<file path="src/wsc_pkg.sv">
// Shared types and constants of the word-serial configuration command decoder
`default_nettype none
package wsc_pkg;
	typedef enum logic [1:0] {
		OP_ABORT_NORMAL,
		OP_ASSIGN_IRQ,
		OP_ASYNC_MODE,
		OP_BEGIN_NORMAL
	} wsc_op_e;

	typedef enum logic {
		SUB_CONFIGURE,
		SUB_NORMAL
	} wsc_sub_e;

	localparam int           ARG_W          = 16;
	localparam int           IRQ_LINE_W     = 3;
	localparam int           TOP_LEVEL_BIT  = 8;
	localparam int           ERR_W          = 4;

	// Asynchronous mode argument: only events-as-interrupts is accepted
	localparam logic [15:0]  ASYNC_MASK     = 16'h000F;
	localparam logic [15:0]  ASYNC_EV_INT   = 16'h0008;

	localparam logic [3:0]   ERR_NONE       = 4'h0;
	localparam logic [3:0]   ERR_ASYNC      = 4'h1;
	localparam logic [3:0]   ERR_STATE      = 4'h7;

	localparam logic [2:0]   RST_IRQ_LINE   = 3'h0;
	localparam logic         RST_EV_INT     = 1'b0;
	localparam logic         RST_TOP_LEVEL  = 1'b0;

	typedef struct packed {
		wsc_op_e            op;
		logic [ARG_W-1:0]   arg;
	} wsc_cmd_s;

	typedef struct packed {
		logic               done;
		logic               err;
		logic [ERR_W-1:0]   code;
	} wsc_rsp_s;
endpackage : wsc_pkg
`default_nettype wire

</file>
<file path="src/wsc_config_cmd.sv">
// Word-serial configuration command decoder with substate, IRQ line and top-level flag
//
// How it works
// - Abort in Configure restores power-up default configuration
// - Interrupt request deasserted after abort
// - Assign-interrupter command stores IRQ line selection
// - Line resets to zero; zero means no interrupts
// - Only events-as-interrupts accepted; others flag error
// - Begin-normal in Configure enters Normal Operation
// - Entering Normal sets word-serial readiness flags
// - Bit 8 of begin-normal captured as top-level
`default_nettype none
module wsc_config_cmd (
	input  wire logic                           core_clk_i,
	input  wire logic                           sys_rst_i,
	input  wire logic                           cmd_valid_i,
	input  wire wsc_pkg::wsc_cmd_s              cmd_i,
	input  wire logic                           event_i,
	input  wire logic                           irq_ack_i,
	output logic                                done_o,
	output logic                                err_o,
	output logic [wsc_pkg::ERR_W-1:0]           err_code_o,
	output logic                                normal_o,
	output logic                                ws_ready_o,
	output logic [wsc_pkg::IRQ_LINE_W-1:0]      irq_line_o,
	output logic                                ev_int_o,
	output logic                                top_level_o,
	output logic                                irq_o
);
	wsc_pkg::wsc_sub_e                      sub_ff, nxt_sub;
	wsc_pkg::wsc_rsp_s                      rsp_ff, nxt_rsp;
	logic [wsc_pkg::IRQ_LINE_W-1:0]         line_ff, nxt_line;
	logic                                   ev_int_ff, nxt_ev_int;
	logic                                   top_ff, nxt_top;
	logic                                   ready_ff, nxt_ready;
	logic                                   irq_ff, nxt_irq;
	logic                                   abort_now;
	logic                                   async_hit;

	function automatic logic async_ok(input logic [wsc_pkg::ARG_W-1:0] arg);
		return (arg & wsc_pkg::ASYNC_MASK) == wsc_pkg::ASYNC_EV_INT;
	endfunction

	// Shared by the decoder and its assertion so both judge the same argument
	assign async_hit = async_ok(cmd_i.arg);

	// Command decode and configuration state
	always_comb begin
		nxt_sub    = sub_ff;
		nxt_line   = line_ff;
		nxt_ev_int = ev_int_ff;
		nxt_top    = top_ff;
		nxt_ready  = ready_ff;
		nxt_rsp    = '0;
		abort_now  = 1'b0;
		if (cmd_valid_i) begin
			nxt_rsp.done = 1'b1;
			if (sub_ff == wsc_pkg::SUB_NORMAL) begin
				nxt_rsp.err  = 1'b1;
				nxt_rsp.code = wsc_pkg::ERR_STATE;
			end else begin
				case (cmd_i.op)
					wsc_pkg::OP_ABORT_NORMAL: begin
						abort_now  = 1'b1;
						nxt_sub    = wsc_pkg::SUB_CONFIGURE;
						nxt_line   = wsc_pkg::RST_IRQ_LINE;
						nxt_ev_int = wsc_pkg::RST_EV_INT;
						nxt_top    = wsc_pkg::RST_TOP_LEVEL;
						nxt_ready  = 1'b0;
					end
					wsc_pkg::OP_ASSIGN_IRQ: begin
						nxt_line = cmd_i.arg[wsc_pkg::IRQ_LINE_W-1:0];
					end
					wsc_pkg::OP_ASYNC_MODE: begin
						if (async_hit) begin
							nxt_ev_int = 1'b1;
						end else begin
							nxt_rsp.err  = 1'b1;
							nxt_rsp.code = wsc_pkg::ERR_ASYNC;
						end
					end
					wsc_pkg::OP_BEGIN_NORMAL: begin
						nxt_sub   = wsc_pkg::SUB_NORMAL;
						nxt_ready = 1'b1;
						nxt_top   = cmd_i.arg[wsc_pkg::TOP_LEVEL_BIT];
					end
					default: begin
						nxt_rsp.err  = 1'b1;
						nxt_rsp.code = wsc_pkg::ERR_STATE;
					end
				endcase
			end
		end
	end

	// Interrupt request: event wins over acknowledge; zero line and abort win over all
	always_comb begin
		nxt_irq = irq_ff;
		if (irq_ack_i) begin
			nxt_irq = 1'b0;
		end
		if (event_i && ev_int_ff && (line_ff != '0)) begin
			nxt_irq = 1'b1;
		end
		// A pending request must not survive a line reassigned to zero
		if (nxt_line == '0) begin
			nxt_irq = 1'b0;
		end
		if (abort_now) begin
			nxt_irq = 1'b0;
		end
	end

	always_ff @(posedge core_clk_i or posedge sys_rst_i) begin
		if (sys_rst_i) begin
			sub_ff    <= wsc_pkg::SUB_CONFIGURE;
			rsp_ff    <= '0;
			line_ff   <= wsc_pkg::RST_IRQ_LINE;
			ev_int_ff <= wsc_pkg::RST_EV_INT;
			top_ff    <= wsc_pkg::RST_TOP_LEVEL;
			ready_ff  <= 1'b0;
			irq_ff    <= 1'b0;
		end else begin
			sub_ff    <= nxt_sub;
			rsp_ff    <= nxt_rsp;
			line_ff   <= nxt_line;
			ev_int_ff <= nxt_ev_int;
			top_ff    <= nxt_top;
			ready_ff  <= nxt_ready;
			irq_ff    <= nxt_irq;
		end
	end

	assign done_o      = rsp_ff.done;
	assign err_o       = rsp_ff.err;
	assign err_code_o  = rsp_ff.code;
	assign normal_o    = (sub_ff == wsc_pkg::SUB_NORMAL);
	assign ws_ready_o  = ready_ff;
	assign irq_line_o  = line_ff;
	assign ev_int_o    = ev_int_ff;
	assign top_level_o = top_ff;
	assign irq_o       = irq_ff;
endmodule : wsc_config_cmd
`default_nettype wire

</file>
<file path="config.mk">
export PLATFORM = sky130hd
export DESIGN_NAME = wsc_config_cmd
export DESIGN_NICKNAME = d
export VERILOG_FILES = /design/src/wsc_pkg.sv /design/src/wsc_config_cmd.sv
export SDC_FILE = /design/constraint.sdc
export NUM_CORES = 1
export LEC_CHECK = 0
export BUFFER_PORTS_ARGS = -buffer_cell sky130_fd_sc_hd__buf_4
export CORE_MARGIN = 2
export CORE_UTILIZATION = 25
export CTS_CLUSTER_DIAMETER = 60
export CTS_CLUSTER_SIZE = 25
export DETAILED_ROUTE_END_ITERATION = 8
export PLACE_DENSITY_LB_ADDON = 0.08
export SLEW_MARGIN = 20
export SYNTH_ARGS = -nofsm -noshare
export SYNTH_HDL_FRONTEND = slang
export SYNTH_SLANG_ARGS = --single-unit
export TNS_END_PERCENT = 20
</file>
<file path="constraint.sdc">
create_clock -name core_clk_i -period 1.42 [get_ports core_clk_i]
set_input_delay 0.142 -clock core_clk_i [delete_from_list [all_inputs] [get_ports core_clk_i]]
set_output_delay 0.142 -clock core_clk_i [all_outputs]
set_load 0.02 [all_outputs]
</file>
==> results.py, run 1 <==
metrics = {
    "routing": {
        "m1WireLength_um": 525,
        "wirelength_um": 1140,
        "wl_per_cell_um": 10.9,
        "drt_iter0_drc": 11,
        "wl_met2_um": 527,
        "first_pass_iters": 4,
        "top_layer": "met4",
        "route.vias.total": 456,
        "via_per_inst": 4.34,
        "ant_nets": 0,
        "drcViolationCount": 0,
        "wl_met3_um": 72,
    },
    "worst_setup_path": {
        "worstSetupPathType": "reg -> reg",
        "cp_num_buf_inv": 0,
        "cp_max_fo": 7,
        "cpLargestDelayFamily": "flip-flops",
        "cp.required_ps": 1570,
        "endpoint_kind": "flip-flop",
        "cpPeakStageDelay_ps": 440,
        "slowest_stage": "dfrtp_1",
        "cp-start-kind": "flip-flop",
        "cp_cell_sequence": "nand2b_1, nor2_1, mux2_2",
        "cp_data_arrival_time_ps": 1380,
    },
    "cells_and_area": {
        "num_antenna_cells": 0,
        "final_area_um2": 790,
        "instances_no_fill": 105,
        "nNetsFinal": 105,
        "layout-drive-gt1-share_pct": 39.0,
        "area_growth_pct": 40.8,
    },
    "synth": {
        "syn_area_per_cell_um2": 11.0,
        "synth_top_area_share_pct": 49.1,
        "ys_warn_count": 0,
        "yosys-top-cells-area": "dfrtp_1 49%, ha_1 8.9%, a22o_1 4.7%",
        "synth_top_area_cell": "dfrtp_1",
        "synthDistinctLibCells": 25,
        "syn-cell-area_um2": 561,
        "synth_seq_area_share_pct": 49.1,
        "yosys_register_bits": 11,
        "syn_inst": 51,
        "synth_fp_nets": 78,
    },
    "run_status": {
        "status": "finished, final reports clean",
    },
    "placement": {
        "gp_congestion": 0.716,
        "place_inst": 100,
        "place_hpwl_um": 898,
        "numPortBuffers": 24,
        "post_dp_cell_area_um2": 753,
    },
    "clock_tree": {
        "clockBufferDepth": 2,
        "cts-root-buf": "clkbuf_4",
        "cts_tree": "done",
        "ctsResizeCount": 0,
        "cts_sinks": 11,
        "clk_pin_slew_ps": 70,
        "h-tree-depth": 1,
        "cts_inserted_buffers": 3,
        "clk_latency_ps": 270,
    },
    "power": {
        "p_leak_nw": 0.392,
        "pwr_density_cell_mw_per_mm2": 1060,
        "ir_drop_v": 0.000416,
    },
    "floorplanning": {
        "fp.dieW_um": 51.4,
        "num_rows": 17,
        "dieArea_mm2": 0.00264,
        "start_util_pct": 25.8,
        "io_pins": 37,
        "die_h_um": 51.4,
        "coreArea_mm2": 0.00217,
    },
    "timing": {
        "hold_viol": 0,
        "period_minus_slack_ps": 1230,
        "maxSlewViolCount": 0,
        "tns_ps": 0,
        "rsz0062_at_grt": "false",
        "fin_crit_sh_pct": 86.5,
        "max_freq_ghz": 0.815,
        "worst_clock_skew_ps": 2.01,
        "setup_viol": 0,
    },
    "grt": {
        "grt_pass1_vias": 416,
        "track_usage_pct": 9.71,
        "grt_max_degree": 12,
        "grt_pass1_wl_um": 1830,
        "overflow": 0,
        "antenna_found_initial": 0,
    },
    "worst_hold_path": {
        "holdCritPathClass": "in -> reg",
    },
    "flow_run": {
        "maxCapViolCount": 0,
    },
}
worst paths after layout:
| kind | from | to | slack [ps] | cells past startpoint |
|---|---|---|---|---|
| worst min register to register | ws_ready_o$_DFFE_PP0P_ | ws_ready_o$_DFFE_PP0P_ | 520 | 1 |
| min in group asynchronous | sys_rst_i | err_code_o[1]$_DFF_PP0_ | 430 | 3 |
| max in group asynchronous | sys_rst_i | ev_int_o$_DFFE_PP0P_ | 690 | 3 |
| worst max-delay path | normal_o$_DFFE_PP0P_ | ws_ready_o$_DFFE_PP0P_ | 190 | 3 |
| worst min-delay path | cmd_valid_i | done_o$_DFF_PP0_ | 40 | 1 |
| worst max register to register | normal_o$_DFFE_PP0P_ | ws_ready_o$_DFFE_PP0P_ | 190 | 3 |
registers in the layout, indices dropped and copies added (netlist names):
signal,count
done_o,1
top_level_o,1
ev_int_o,1
irq_o,1
err_code_o,2
normal_o,1
irq_line_o,3
ws_ready_o,1
cells by family (layout without fill, tap and decap cells):
kind of cell / after synthesis / after routing / share of synthesized area (%)
and+or+nand+nor: 15 / 15 / 15.9
AOI/OAI and AO/OA: 13 / 13 / 17.4
DFF: 11 / 11 / 49.1
buffers and inverters: 6 / 32 / 6.03
adders and majority gates: 4 / 4 / 8.93
other: 1 / 1 / 0.669
muxes: 1 / 1 / 2.01
cell usage after synthesis:
cell and number:
nand3_1 1, and2b_1 1, o21bai_1 1, nor4b_1 1, and3b_2 1, inv_1 3, nand3b_1 1, a211oi_2 1
o32ai_1 1, and2_1 2, o21ai_1 1, nor4_1 1, buf_4 3, a21o_1 1, conb_1 1, mux2_2 1
a22o_1 3, nor2b_1 1, nand2b_1 1, o21ai_0 3, ha_1 4, nor2_1 2, o31ai_1 2, nand2_1 3
dfrtp_1 11
stage by stage:
stage	hold WS [ps]	utilization (%)	setup slack, ps	total power, mW
2_1_floorplan	-5.56	-	197	0.519
3_3_place_gp	178	34.7	193	0.625
3_5_place_dp	185	34.7	203	0.627
4_1_cts	26.7	36.4	189	0.851
5_1_grt	24.5	36.4	128	0.894
6_report	39.3	36.4	192	0.833
cell usage in the layout, fill, tap and decap left out, drive strengths merged:
master	instances
buf	24
dfrtp	11
ha	4
o21ai	4
clkbuf	4
nand2	3
inv	3
a22o	3
nor2	2
o31ai	2
and2	2
nor4b	1
and2b	1
nand3	1
nand3b	1
nand2b	1
o32ai	1
and3b	1
nor2b	1
nor4	1
a211oi	1
o21bai	1
mux2	1
a21o	1
conb	1
dlygate4sd3	1
what timing repair did:
action	4_1_cts	5_1_grt
hold endpoints to repair	11	0
buffers inserted	0	0
hold buffers	1	0
routing by layer:
metal | vias up | GRT usage, %
met4 | 0 | 5.26
met1 | 211 | 12.5
met2 | 15 | 14.1
met3 | 2 | 3.51
met5 | - | 0
li1 | 228 | -
power by group:
part / leakage (nW) / switching (mW) / internal, mW
Clock: 0.0150 / 0.107 / 0.109
Sequential: 0.137 / 0.0303 / 0.351
Combinational: 0.240 / 0.118 / 0.118
layout make-up:
| type | count | area, µm² |
|---|---|---|
| fill | 240 | 1380 |
| sequential | 11 | 275 |
| multi-input combinational | 34 | 251 |
| timing repair buffer | 25 | 190 |
| tap | 28 | 35.0 |
| clock buffer | 4 | 26.3 |
| inverter | 3 | 11.3 |
Note: power is estimated with default switching activity, not from simulation.
==> run 2, diff against run 1 <==
--- a/config.mk
+++ b/config.mk
@@ -6,6 +6,7 @@
 export NUM_CORES = 1
 export LEC_CHECK = 0
 export BUFFER_PORTS_ARGS = -buffer_cell sky130_fd_sc_hd__buf_4
+export CORE_ASPECT_RATIO = 1.4
 export CORE_MARGIN = 2
 export CORE_UTILIZATION = 25
 export CTS_CLUSTER_DIAMETER = 60
==> run 2 against run 1 <==
  * Global-route usage rose by 0.18 points
  * Register-to-register slack barely moved
  * Critical path type unchanged
  * First-iteration DRC count unchanged
  * Non-clock buffer count is the same
  * Sequential cell count did not move
  * Setup slack worse by 2.8 ps
  * Utilization shrank 0.053 points
  * Routed wire length decreased by 2.3%
==> results.py, run 2 (synthesis results as in run 1) <==
metrics = {
    "run_status": {
        "status": "finished, final reports clean",
    },
    "placement": {
        "place_hpwl_um": 942,
        "place_inst": 94,
        "post_dp_cell_area_um2": 746,
        "numPortBuffers": 24,
        "gp_congestion": 0.654,
    },
    "worst_setup_path": {
        "cpPeakStageDelay_ps": 440,
        "cp_max_fo": 7,
        "cp_data_arrival_time_ps": 1380,
        "slowest_stage": "dfrtp_1",
        "cp_cell_sequence": "nand2b_1, nor2_1, mux2_2",
        "worstSetupPathType": "reg -> reg",
        "endpoint_kind": "flip-flop",
        "rr_worst_depth": 3,
        "cp.required_ps": 1570,
        "cp-start-kind": "flip-flop",
    },
    "routing": {
        "wirelength_um": 1110,
        "route.vias.total": 462,
        "ant_nets": 0,
        "first_pass_iters": 3,
        "via_per_inst": 4.67,
        "wl_per_cell_um": 11.3,
        "drt_iter0_drc": 11,
        "drcViolationCount": 0,
    },
    "power": {
        "p_leak_nw": 0.392,
        "ir_drop_v": 0.000424,
        "pwr_density_cell_mw_per_mm2": 1050,
    },
    "grt": {
        "antenna_found_initial": 0,
        "track_usage_pct": 9.89,
        "grt_max_degree": 12,
        "grt_pass1_vias": 442,
        "grt_pass1_wl_um": 1810,
        "overflow": 0,
    },
    "floorplanning": {
        "coreArea_mm2": 0.00215,
        "start_util_pct": 26.0,
        "fp.dieW_um": 44.0,
        "die_h_um": 60.0,
        "io_pins": 37,
        "dieArea_mm2": 0.00264,
        "num_rows": 20,
    },
    "cells_and_area": {
        "nNetsFinal": 105,
        "final_common_cell": "buf_4",
        "layout_common_cells": "24 x buf_4, 11 x dfrtp_1, 4 x ha_1",
        "layout-drive-gt1-share_pct": 39.0,
        "final_area_um2": 782,
        "instances_no_fill": 99,
        "largest_register_ff_count": 3,
        "num_antenna_cells": 0,
        "area_growth_pct": 39.5,
    },
    "clock_tree": {
        "h-tree-depth": 1,
        "cts_setup_buffers": 0,
        "clockBufferDepth": 2,
        "ctsResizeCount": 0,
        "cts_sinks": 11,
        "cts_inserted_buffers": 3,
        "clk_latency_ps": 260,
        "holdBufCountCts": 1,
        "clk_pin_slew_ps": 70,
        "cts_tree": "done",
        "cts-root-buf": "clkbuf_4",
    },
    "worst_hold_path": {
        "hold_depth": 1,
        "holdCritPathClass": "in -> reg",
    },
    "timing": {
        "tns_ps": 0,
        "rsz0062_at_grt": "false",
        "tightest_slew_ps": 498,
        "setup_viol": 0,
        "worst_clock_skew_ps": 4.72,
        "fin_crit_sh_pct": 86.7,
        "max_freq_ghz": 0.813,
        "period_minus_slack_ps": 1230,
        "slew-limit-headroom_pct": 66.3,
        "hold_viol": 0,
        "maxSlewViolCount": 0,
    },
    "flow_run": {
        "maxCapViolCount": 0,
    },
}
==> run 2: cell counts in the layout (fill, tap and decap cells not counted) <==
Identical to the previous run, type by type.
==> run 2: per-layer routing <==
metal	share of wire [%]	routed length [µm]	global-route usage [%]	vias up
met2	53	587	17.2	12
met1	40	442	9.35	216
met4	1.4	16	9.09	0
met5	0	0	0	-
li1	-	-	-	232
met3	6.1	68	2.11	2
==> run 2: report_power, final <==
group	switching, mW	total, mW	internal (mW)
sequential	0.0309	0.383	0.352
combinational	0.118	0.235	0.118
clock	0.0977	0.206	0.109
==> run 2: metrics by stage <==
step | hold slack, ps | utilization, % | setup slack, ps | total power, mW
4_1_cts | 36.1 | 36.3 | 170 | 0.847
2_1_floorplan | -5.56 | - | 197 | 0.519
3_5_place_dp | 181 | 34.7 | 172 | 0.627
5_1_grt | 38.1 | 36.3 | 124 | 0.885
3_3_place_gp | 182 | 34.7 | 184 | 0.625
6_report | 50.4 | 36.3 | 190 | 0.824
==> run 2: worst paths after layout <==
check	start	to	slack, ps
max	normal_o$_DFFE_PP0P_	ws_ready_o$_DFFE_PP0P_	190
min	cmd_valid_i	done_o$_DFF_PP0_	50
max reg2reg	normal_o$_DFFE_PP0P_	ws_ready_o$_DFFE_PP0P_	190
min reg2reg	top_level_o$_DFFE_PP0P_	top_level_o$_DFFE_PP0P_	510
max in group asynchronous	sys_rst_i	irq_line_o[0]$_DFF_PP0_	700
min in group asynchronous	sys_rst_i	irq_o$_DFFE_PP0P_	430
==> run 2: critical path: cells and delay by family, from the launching register on <==
| kind | cells | cell delay, ps |
|---|---|---|
| flops | 1 | 440 |
| simple gates | 2 | 350 |
| mux | 1 | 340 |
==> run 2: area by class of cell <==
| cell class | count | area (µm²) |
|---|---|---|
| repair buffers | 25 | 190 |
| clock buffers | 4 | 26.3 |
| inverters | 3 | 11.3 |
| well taps | 22 | 27.5 |
| flip-flops and latches | 11 | 275 |
| fillers | 237 | 1370 |
| multi-input cells | 34 | 251 |
